--- src/core/adc_ctrl_pkg.sv ---
// Package: constants for the converter serial control block
package adc_ctrl_pkg;
	// ----------------------------------------------------------------
	// Timing
	// ----------------------------------------------------------------
	localparam int CLK_PERIOD_PS     = 8000;
	localparam int CONV_TIME_NS      = 5000;
	localparam int CONV_CYCLES       = (CONV_TIME_NS * 1000) / CLK_PERIOD_PS;
	// ----------------------------------------------------------------
	// Word layout
	// ----------------------------------------------------------------
	localparam int CFG_BITS          = 8;
	localparam int ACQ_BIT           = 6;
	localparam int RESULT_BITS       = 16;
	localparam int CFG_CHAN_LSB      = 4;
	localparam int CFG_CHAN_W        = 4;
	localparam int CFG_RANGE_LSB     = 2;
	localparam int CFG_RANGE_W       = 2;
	localparam int CFG_PWR_LSB       = 0;
	localparam int CFG_PWR_W         = 2;
	localparam logic [7:0] CFG_RESET = 8'h00;

	typedef enum logic [1:0] {
		ST_IDLE    = 2'b00,
		ST_ACQUIRE = 2'b01,
		ST_CONVERT = 2'b10
	} conv_state_t;
endpackage : adc_ctrl_pkg

--- src/core/adc_serial_conversion_control.sv ---
// Module: conversion control and serial port of a sixteen-channel converter
`timescale 1ns/10ps
`default_nettype none
module adc_serial_conversion_control
	import adc_ctrl_pkg::*;
#(
	parameter int CONV_CYC = CONV_CYCLES,
	parameter int RES_W    = RESULT_BITS
) (
	input  wire logic             core_clk_i,
	input  wire logic             sys_rst_i,
	input  wire logic             conversion_start_pulse_i,
	input  wire logic             sck_i,
	input  wire logic             sdi_i,
	input  wire logic             rd_n_i,
	input  wire logic [RES_W-1:0] sample_value_i,
	output logic                  busy_o,
	output logic                  sdo_o,
	output logic                  sdo_oe_o,
	output logic                  acquiring_o,
	output logic [CFG_CHAN_W-1:0] cfg_channel_o,
	output logic [CFG_RANGE_W-1:0] cfg_range_o,
	output logic [CFG_PWR_W-1:0]  cfg_power_o
);
	// ----------------------------------------------------------------
	// Parameter checks
	// ----------------------------------------------------------------
	// Refused at elaboration: the conversion counter is sixteen bits wide,
	// and the result shifter slices one bit below its top, so it needs two;
	// results stop at 32 bits, though the host's word in the bench holds only 16
	if (CONV_CYC < 2 || CONV_CYC > 65535 || RES_W < 2 || RES_W > 32) begin : g_param_check
		$error("adc_serial_conversion_control: unsupported parameters");
	end

	// ----------------------------------------------------------------
	// Input synchronisers: three stages; start, sck and read levels change when stages 1 and 2 agree
	// ----------------------------------------------------------------
	// Stage 0 may settle late; only stages 1 and 2 feed any decision
	logic [2:0] cs_sync;
	logic [2:0] sck_sync;
	logic [2:0] sdi_sync;
	logic [2:0] rd_sync;
	logic       cs_q;
	logic       sck_q;
	logic       rd_q;

	// Reset levels match the idle pins (clock low, read high), so no
	// false edge is seen when reset lets go; the start pin idles low
	// and the first stage simply refills from the pins afterwards
	always_ff @(posedge core_clk_i) begin
		if (sys_rst_i) begin
			cs_sync  <= 3'h0;
			sck_sync <= 3'h0;
			sdi_sync <= 3'h0;
			rd_sync  <= 3'h7;
		end else begin
			cs_sync  <= {cs_sync[1:0], conversion_start_pulse_i};
			sck_sync <= {sck_sync[1:0], sck_i};
			sdi_sync <= {sdi_sync[1:0], sdi_i};
			rd_sync  <= {rd_sync[1:0], rd_n_i};
		end
	end

	// Filtered levels only move when the two late stages agree
	always_ff @(posedge core_clk_i) begin
		if (sys_rst_i) begin
			cs_q  <= 1'b0;
			sck_q <= 1'b0;
			rd_q  <= 1'b1;
		end else begin
			if (cs_sync[1] == cs_sync[2]) cs_q <= cs_sync[2];
			if (sck_sync[1] == sck_sync[2]) sck_q <= sck_sync[2];
			if (rd_sync[1] == rd_sync[2]) rd_q <= rd_sync[2];
		end
	end

	// Edge detection on the filtered levels; an edge needs both late stages
	// to agree, so a pin glitch shorter than a core cycle is never counted
	wire cs_agree   = (cs_sync[1] == cs_sync[2]);
	wire sck_agree  = (sck_sync[1] == sck_sync[2]);
	wire cs_rise    = cs_agree & cs_sync[2] & ~cs_q;
	wire sck_rise   = sck_agree & sck_sync[2] & ~sck_q;
	wire sck_fall   = sck_agree & ~sck_sync[2] & sck_q;
	wire rd_active  = ~rd_q;
	// Sdi passes three stages too, aligned with the sck path
	// No agreement filter on sdi: it is only read at a filtered rise,
	// when the host holds it still
	wire sdi_bit    = sdi_sync[2];

	// ----------------------------------------------------------------
	// Configuration shift-in
	// ----------------------------------------------------------------
	logic [CFG_BITS-1:0] cfg_shift;
	logic [CFG_BITS-1:0] cfg_word;
	logic [3:0]          cfg_count;
	conv_state_t         state;

	// A start edge counts only outside a conversion; one that lands
	// during a conversion is dropped rather than restarting it
	wire start_accept = cs_rise & (state != ST_CONVERT);

	// Counter saturates after eight bits; re-armed by each accepted start
	wire cfg_take   = sck_rise & rd_active & (cfg_count < 4'(CFG_BITS));
	wire cfg_done   = cfg_take & (cfg_count == 4'(CFG_BITS - 1));
	wire acq_enter  = sck_fall & (cfg_count == 4'(ACQ_BIT));
	wire [CFG_BITS-1:0] next_cfg_shift = {cfg_shift[CFG_BITS-2:0], sdi_bit};

	// Shifter takes every accepted bit; the word is latched only when the
	// eighth lands, so a cut frame never leaves half a word on the outputs
	always_ff @(posedge core_clk_i) begin
		if (sys_rst_i) begin
			cfg_shift <= CFG_RESET;
			cfg_word  <= CFG_RESET;
			cfg_count <= 4'h0;
		end else begin
			if (cfg_take) cfg_shift <= next_cfg_shift;
			if (cfg_done) cfg_word <= next_cfg_shift;
			if (start_accept) cfg_count <= 4'h0;
			else if (cfg_take) cfg_count <= cfg_count + 4'h1;
		end
	end

	// Field split of the latched configuration word
	assign cfg_channel_o = cfg_word[CFG_CHAN_LSB +: CFG_CHAN_W];
	assign cfg_range_o   = cfg_word[CFG_RANGE_LSB +: CFG_RANGE_W];
	assign cfg_power_o   = cfg_word[CFG_PWR_LSB +: CFG_PWR_W];

	// ----------------------------------------------------------------
	// Conversion sequencer
	// ----------------------------------------------------------------
	// Sixteen bits cover the longest conversion the parameter check allows
	logic [15:0]      conv_count;
	logic [RES_W-1:0] held_sample;
	logic [RES_W-1:0] out_shift;
	logic             sdo_bit;
	logic             busy_n_int;

	wire conv_end = (state == ST_CONVERT) && (conv_count == 16'(CONV_CYC - 1));
	// Busy rises one cycle after the result lands so the first bit leads it
	wire first_bit_ready = conv_end;

	// Idle and acquiring both accept a start; the sample is held at the
	// edge so a later change on the input cannot disturb the result
	always_ff @(posedge core_clk_i) begin
		if (sys_rst_i) begin
			state       <= ST_IDLE;
			conv_count  <= 16'h0000;
			held_sample <= '0;
			busy_n_int  <= 1'b1;
		end else begin
			case (state)
				ST_IDLE: begin
					if (acq_enter) state <= ST_ACQUIRE;
					if (cs_rise) begin
						state       <= ST_CONVERT;
						conv_count  <= 16'h0000;
						held_sample <= sample_value_i;
						busy_n_int  <= 1'b0;
					end
				end
				ST_ACQUIRE: begin
					if (cs_rise) begin
						state       <= ST_CONVERT;
						conv_count  <= 16'h0000;
						held_sample <= sample_value_i;
						busy_n_int  <= 1'b0;
					end
				end
				ST_CONVERT: begin
					// Further start edges are ignored here
					// Counts core cycles only, so the serial clock cannot stretch it
					conv_count <= conv_count + 16'h0001;
					if (conv_end) state <= ST_IDLE;
				end
				default: state <= ST_IDLE;
			endcase
			// Busy returns high on the idle cycle after the last conversion
			// cycle, one cycle after the first result bit has been loaded
			if (state == ST_IDLE && !cs_rise) busy_n_int <= 1'b1;
		end
	end

	// ----------------------------------------------------------------
	// Result shift-out
	// ----------------------------------------------------------------
	// The load wins over a falling edge in the same cycle; zeros follow the
	// last bit, and nothing shifts while read is high
	always_ff @(posedge core_clk_i) begin
		if (sys_rst_i) begin
			out_shift <= '0;
			sdo_bit   <= 1'b0;
		end else if (first_bit_ready) begin
			out_shift <= {held_sample[RES_W-2:0], 1'b0};
			sdo_bit   <= held_sample[RES_W-1];
		end else if (sck_fall && rd_active) begin
			sdo_bit   <= out_shift[RES_W-1];
			out_shift <= {out_shift[RES_W-2:0], 1'b0};
		end
	end

	// ----------------------------------------------------------------
	// Outputs
	// ----------------------------------------------------------------
	// Sdo changes only at a result load while disabled; the enable turns the pad off,
	// and it lags the read pin by four core cycles: three synchroniser stages plus the filter
	assign busy_o      = busy_n_int;
	assign sdo_o       = sdo_bit;
	assign sdo_oe_o    = rd_active;
	assign acquiring_o = (state == ST_ACQUIRE);
endmodule : adc_serial_conversion_control
`default_nettype wire

--- config.mk ---
export PLATFORM = sky130hd
export DESIGN_NAME = adc_serial_conversion_control
export DESIGN_NICKNAME = d
export VERILOG_FILES = /design/src/core/adc_ctrl_pkg.sv /design/src/core/adc_serial_conversion_control.sv
export SDC_FILE = /design/constraint.sdc
export NUM_CORES = 1
export LEC_CHECK = 0
export BUFFER_PORTS_ARGS = -buffer_cell sky130_fd_sc_hd__buf_2
export CAP_MARGIN = 25
export CORE_MARGIN = 3
export CORE_UTILIZATION = 55
export DETAILED_ROUTE_END_ITERATION = 7
export PLACE_DENSITY = 0.85
export SLEW_MARGIN = 20
export SYNTH_ARGS = -nofsm -noshare
export SYNTH_HDL_FRONTEND = slang
export SYNTH_SLANG_ARGS = --single-unit
export TNS_END_PERCENT = 1
--- constraint.sdc ---
create_clock -name core_clk_i -period 3.15 [get_ports core_clk_i]
set_input_delay 0.315 -clock core_clk_i [delete_from_list [all_inputs] [get_ports core_clk_i]]
set_output_delay 0.315 -clock core_clk_i [all_outputs]
set_load 0.005 [all_outputs]
==> summary.md, run 1 <==
| Metric | Value |
|---|---|
| Power Dens Cells | `519 nW/µm²` |
| Final wirelength | `7110 µm` |
| Crit start category | `flop` |
| Max VDD drop | `293 µV` |
| Final ANT Viol Nets | `0` |
| #FFs+latches synth | `85` |
| Area growth syn-to-layout | `12.5%` |
| Fillers | `482` |
| Int Pwr | `0.00165 W` |
| Final Cell Area | `4000 µm²` |
| CTS Buffer Depth | `2` |
| Post-Synth Simple-Gate Area | `0.227` |
| Status | `completed` |
| Area share of fa/ha/maj cells after synthesis | `0.0246` |
| Worst hold path type | `in -> reg` |
| First-pass GRT wire length | `11800 µm` |
| Yosys cell types | `48` |
| Buffers added on ports | `33` |
| Synth Area in Compound Gates | `0.127` |
| Vias in the first global route | `2648` |
| Final Hold Fails | `0` |
| Initial DRC count | `135` |
| Final Max Slew Viols | `0` |
| Clk root buf | `clkbuf_8` |
| Leakage power total | `1.60 nW` |
| Register area share after synthesis | `0.479` |
| Non-filler instance count after layout | `480` |
| WL/cell | `14.8 µm` |
| Worst Setup End Kind | `flop` |
| Post-synth EDFFs | `0` |
| Synth Area in XOR/XNOR | `0.00493` |
| Top-Level Pins | `34` |
| Max-Cap Viols | `0` |
| Max Fclk | `509 MHz` |
| Cell Area, Synth | `3550 µm²` |
| Most common cell after layout, fill and taps aside | `dfxtp_1` |
| Layout cell share with drive strength beyond 1 | `0.193` |
| Post-CTS setup buffers | `0` |
| Layout net count | `429` |
| CTS tree | `yes` |
| Critical Path Max Stage Delay | `500 ps` |
| Drt first pass iters | `4` |
| Post-synthesis area per instance | `9.55 µm²` |
| Die footprint | `7460 µm²` |
| Mux share of post-synthesis cell area | `0.102` |
| WP data required | `3400 ps` |
| # DRC | `0` |
| Initial antenna violation count | `0` |
| Slowest CP cell | `nor4_4` |
| Grt ovf | `0` |
| Largest net degree at the start of global routing | `44` |
| CTS resizes | `0` |
| Worst-path fanout max | `15` |
| Final HPWL from detailed placement | `4700 µm` |
| Clock Sinks | `85` |
| Slew Limit Headroom | `0.345` |
| Worst-Margin Slew | `982 ps` |
| Cells after Synth | `372` |
| GR Util All Layers | `0.199` |
| Gpl congestion | `0.924` |
| Via density | `5.69` |
| Largest family of logic cells by synthesized area | `simple AND/OR/NAND/NOR gates` |
| Die Wd | `86.4 µm` |
| Initial Util | `0.583` |
| Clock transition at the registers of the reported paths | `80 ps` |
| CTS Buf Count | `9` |
| Ys flop type | `dfxtp_1` |
| Via count | `2731` |
| Core region area | `6100 µm²` |
| CP Class | `reg -> reg` |
| Antenna fix cells | `0` |
| Cell Chain, Critical Path | `nand2b_1 > nor4_4 > nand4_1 > mux2_1` |
| Post-synth ARST share | `0` |
| NetSw | `0.000422 W` |
| Clock skew | `7.09 ps` |
| RSZ-0062 raised after global routing | `false` |
| Critical path arrival | `2220 ps` |
| Die H | `86.4 µm` |
| Area post-placement | `3750 µm²` |
| Placed cells | `464` |
| Yosys warns | `0` |
| Std-Cell Rows | `28` |
| Post-layout minimum cycle time | `1970 ps` |
| Hold_buf cts | `0` |
| Flop pwr share | `0.523` |
| Clock Latency Late Sink | `360 ps` |
| Commonest cells after routing, fill and taps aside | `dfxtp_1, nand2_1, nor2_1, mux2i_1, buf_2` |
| Final setup fails | `0` |
| Final period util | `0.624` |
| TNS Setup | `0 ps` |
| Power share of the clock group | `0.454` |
| H-Tree Depth | `3` |
| Mapped Nets | `401` |
| Logic pwr share | `0.023` |
| Sw frac | `0.204` |
through the flow:
step	hold WS, ps	util	power, W	setup WS, ps
after detailed placement	421	0.615	0.00116	1220
after CTS	138	0.656	0.00208	1200
after global routing	139	0.656	0.00213	1050
after global placement	391	0.615	0.00116	1320
after floorplan	389	-	0.00114	1590
final	143	0.656	0.00207	1180
worst max-delay path, delay by kind of cell, from the launching register on:
family           cells  cell delay [ps]
AND/OR/NAND/NOR      3             1050
flip-flops           1              490
multiplexers         1              320
kinds of logic (layout without fill, tap and decap cells):
family,after synthesis,after routing
XOR/XNOR,2,2
buffers and inverters,28,61
flip-flops,85,85
AO/OA/AOI/OAI,64,64
multiplexers,36,36
AND/OR/NAND/NOR,150,150
adder cells (fa/ha/maj),7,7
synth_stat cells, types with 2 or more instances:
cell      count  area [µm²]
nand3_1       6        30.0
o211ai_1      3        22.5
or3_1         3        18.8
mux2i_1      33         330
a211oi_2     10         125
dfxtp_1      85        1700
nor3_1       16        80.1
buf_2         7        35.0
inv_1         7        26.3
or4_1         4        30.0
nand4_2       2        25.0
nor2_1       36         135
nor4_1        4        25.0
nor2b_1      10        62.6
a211oi_1      6        45.0
mux2_2        2        22.5
nand2_1      43         161
a21o_1        2        15.0
o311ai_0      4        35.0
a41oi_1       2        17.5
a21oi_1      30         150
nand3b_1      2        15.0
and4_1        2        17.5
nor4b_2       2        30.0
nand3_2       2        20.0
or2_2         3        18.8
nand4_1       2        12.5
ha_1          7        87.6
nand2b_1      3        18.8
clkbuf_1     11        41.3
nor3b_1       2        15.0
o21ai_0       5        25.0
layout make-up:
| type | count | area, µm² | share of cell area |
|---|---|---|---|
| Tap cell | 75 | 93.8 | 0.0235 |
| Clock buffer | 11 | 141 | 0.0354 |
| Sequential cell | 85 | 1700 | 0.426 |
| Multi-Input combinational cell | 259 | 1730 | 0.432 |
| Clock inverter | 5 | 106 | 0.0266 |
| Timing Repair Buffer | 38 | 203 | 0.0507 |
| Inverter | 7 | 26.3 | 0.00657 |
registers in the layout, summed over array words and instances, names as in the netlist, 4 cells and up:
signal and flops:
conv_count 16, held_sample 16, out_shift 15, cfg_word 8
cfg_shift 7, cfg_count 4
power by group through the flow:
stage,clock (W),combinational (W),sequential (W)
finish,0.000941,0.0000472,0.00108
global route,0.000991,0.0000521,0.00109
CTS,0.000949,0.0000474,0.00108
detailed placement,0,0.0000471,0.00111
global placement,0,0.0000455,0.00111
floorplan,0,0.0000284,0.00111
path summary, 6_finish.rpt:
kind / cells past startpoint / to / from / slack [ps]
worst max register to register: 4 / conv_count[15] / state[1] / 1180
worst min-delay path: 2 / rd_sync[0] / rd_n_i / 140
worst max-delay path: 4 / conv_count[15] / state[1] / 1180
worst min register to register: 1 / sck_sync[1] / sck_sync[0] / 440
per-layer routing:
metal  track usage  vias to the layer above  wire (µm)
li1              -                     1373          -
met1         0.232                     1292       3130
met2         0.346                       52       3560
met3        0.0380                       14        262
met4         0.105                        0        155
met5             0                        -          0
(Power assumes the default switching activity.)
==> run 2, diff against run 1 <==
==> constraint.sdc (replaced) <==
create_clock -name core_clk_i -period 1.85 [get_ports core_clk_i]
set_input_delay 0.185 -clock core_clk_i [delete_from_list [all_inputs] [get_ports core_clk_i]]
set_output_delay 0.185 -clock core_clk_i [all_outputs]
set_load 0.005 [all_outputs]
==> run 2 against run 1 <==
Compared with the run above:
- worst setup slack worse by 1100 ps
- total power up 64%
- routed wire length down 0.53%
- final area up 1.6%
- clock skew up 3.0 ps
- utilization up 1.0 points
- fmax up 13%
- sequential share of layout area down 0.67 points
- worst hold slack worse by 120 ps
- via count up 2.0%
- highest routed layer unchanged
==> summary.md, run 2 (synthesis results as in run 1) <==
| Metric | Value |
|---|---|
| H-Tree Depth | `3 (unchanged)` |
| Status | `completed` |
| GRT Max-Usage Layer | `met2` |
| Int Pwr | `0.00268 W (+62%)` |
| Final HPWL from detailed placement | `4690 µm (about the same)` |
| Area growth syn-to-layout | `14.3%` |
| First-pass GRT wire length | `11800 µm (-0.41%)` |
| Crit start category | `flop` |
| Final setup fails | `0 (unchanged)` |
| Cell depth of the worst setup path | `5 (+1)` |
| Crit path to | `conv_count[12]` |
| Final ANT Viol Nets | `0 (unchanged)` |
| Via density | `5.71 (+0.34%)` |
| Most common cell after layout, fill and taps aside | `dfxtp_1` |
| Post-layout minimum cycle time | `1740 ps (-225 ps)` |
| Max Fclk | `574 MHz (+13%)` |
| Final Hold Fails | `0 (unchanged)` |
| Worst Setup End Kind | `flop` |
| Logic pwr share | `0.024 (about the same)` |
| Clock transition at the registers of the reported paths | `90 ps (about the same)` |
| NetSw | `0.000714 W (+69%)` |
| Layout net count | `437 (+1.9%)` |
| Slew Limit Headroom | `0.646 (+0.300)` |
| Grt ovf | `0 (unchanged)` |
| Hold Slack | `18.2 ps (-125 ps)` |
| WL/cell | `14.5 µm (-2.2%)` |
| M1 GR Usage | `0.241 (+0.00923)` |
| Die H | `86.4 µm (unchanged)` |
| Sw frac | `0.210 (+0.00672)` |
| Power Dens Cells | `836 nW/µm² (+61%)` |
| Cell Chain, Critical Path | `ha_1 > and3_1 > nand3_4 > or4_1 > a21oi_1` |
| FF-to-FF setup slack | `110 ps (-1080 ps)` |
| Core region area | `6100 µm² (unchanged)` |
| Non-filler instance count after layout | `488 (+1.7%)` |
| Initial DRC count | `174 (+29%)` |
| Std-Cell Rows | `28 (unchanged)` |
| Worst hold path type | `in -> reg` |
| Drt first pass iters | `4 (unchanged)` |
| Layout cell share with drive strength beyond 1 | `0.213 (+0.0205)` |
| Buffers added on ports | `33 (unchanged)` |
| Post-CTS setup buffers | `0 (unchanged)` |
| RSZ-0062 raised after global routing | `false` |
| Antenna fix cells | `0 (unchanged)` |
| Slowest CP cell | `or4_1` |
| CTS tree | `yes` |
| Clk root buf | `clkbuf_8` |
| Via count | `2786 (+2.0%)` |
| Die footprint | `7460 µm² (unchanged)` |
| Max-Cap Viols | `0 (unchanged)` |
| Critical path arrival | `2030 ps (-190 ps)` |
| Vias in the first global route | `2546 (-3.9%)` |
| GR Util All Layers | `0.198 (-0.000960)` |
| Clock Sinks | `85 (unchanged)` |
| CTS Buf Count | `9 (unchanged)` |
| Worst R2R End | `conv_count[12]` |
| CTS Buffer Depth | `2 (unchanged)` |
| TNS Setup | `0 ps (unchanged)` |
| Family with the most delay on the worst path | `simple AND/OR/NAND/NOR gates` |
| Worst-Margin Slew | `532 ps (-450 ps)` |
| Flop pwr share | `0.544 (+0.021)` |
| Gpl congestion | `0.796 (-14%)` |
| Worst-path fanout max | `8 (-7)` |
| Power share of the clock group | `0.432 (-0.022)` |
| Global routing usage on met2 | `0.336 (-0.00974)` |
| Critical Path Max Stage Delay | `510 ps (about the same)` |
| Initial antenna violation count | `0 (unchanged)` |
| Met3 usage | `0.0418 (+0.00380)` |
| CP Class | `reg -> reg` |
| Commonest cells after routing, fill and taps aside | `dfxtp_1, nand2_1, nor2_1, mux2i_1, buf_2` |
| Clock skew | `10.0 ps (+2.96 ps)` |
| Die Wd | `86.4 µm (unchanged)` |
| Max VDD drop | `622 µV (+110%)` |
| FF-to-FF path depth | `5 (+1)` |
| Fillers | `482 (unchanged)` |
| Leakage power total | `1.65 nW (+3.1%)` |
| Final wirelength | `7070 µm (-0.53%)` |
| Initial Util | `0.583 (unchanged)` |
| Placed cells | `472 (+1.7%)` |
| Final period util | `0.941 (+0.317)` |
| Final Max Slew Viols | `0 (unchanged)` |
| Layout Utilization | `0.666 (+0.0105)` |
| Largest registers | `conv_count x16, held_sample x16, out_shift x15` |
| Worst path bufs/invs | `0 (unchanged)` |
| Worst R2R Start | `conv_count[0]` |
| Clock Latency Late Sink | `350 ps (about the same)` |
| Worst Setup SP | `conv_count[0]` |
| # DRC | `0 (unchanged)` |
| WP data required | `2140 ps (-1260 ps)` |
| Top-Level Pins | `34 (unchanged)` |
| Largest net degree at the start of global routing | `32 (-27%)` |
| Total power | `0.00339 W (+64%)` |
-- run 2: cell count changes in the layout (fill, tap and decap cells not counted), sizes merged --
cell	previous run	this run
clkinv	0	2
bufinv	3	2
buf	38	46
clkbuf	11	10
-- run 2: worst min-delay path by stage --
stage | start | to | slack (ps) | depth (start not counted)
final | rd_n_i | rd_sync[0] | 20 | 2
after global routing | rd_n_i | rd_sync[0] | 5 | 2
after CTS | rd_n_i | rd_sync[0] | 7 | 2
after global placement | rd_n_i | rd_sync[0] | 370 | 2
after floorplan | rd_n_i | rd_sync[0] | 290 | 1
after detailed placement | rd_n_i | rd_sync[0] | 380 | 2
-- run 2: area by class of cell --
cell class,count,area (µm²),area share
Multi-Input combinational cell,259,1750,0.430
Sequential cell,85,1700,0.419
Timing Repair Buffer,46,263,0.0647
Clock buffer,10,138,0.0339
Clock inverter,6,93.8,0.0231
Tap cell,75,93.8,0.0231
Inverter,7,26.3,0.00647
-- run 2: what timing repair did --
action / 4_1_cts / 5_1_grt
endpoints found under the setup margin: 0 / 4
hold buffers: 0 / 0
gates resized for setup: 0 / 3
-- run 2: metal layers --
| layer | up-vias | wire (µm) |
|---|---|---|
| met1 | 1337 | 3080 |
| met3 | 12 | 253 |
| li1 | 1383 | - |
| met5 | - | 0 |
| met2 | 54 | 3610 |
| met4 | 0 | 123 |
-- run 2: per-stage QoR --
| step | setup slack (ps) | area, µm² |
|---|---|---|
| after CTS | 116 | 4040 |
| after floorplan | 285 | 3550 |
| after global routing | 7.83 | 4060 |
| final | 109 | 4060 |
| after global placement | 201 | 3810 |
| after detailed placement | 128 | 3810 |
-- run 2: power by group through the flow --
stage	Sequential [W]	Clock [W]	Combinational, W
after CTS	0.00185	0.00150	0.0000833
after floorplan	0.00189	0	0.0000484
after global routing	0.00185	0.00157	0.0000919
final	0.00185	0.00147	0.0000830
after global placement	0.00189	0	0.0000803
after detailed placement	0.00189	0	0.0000832
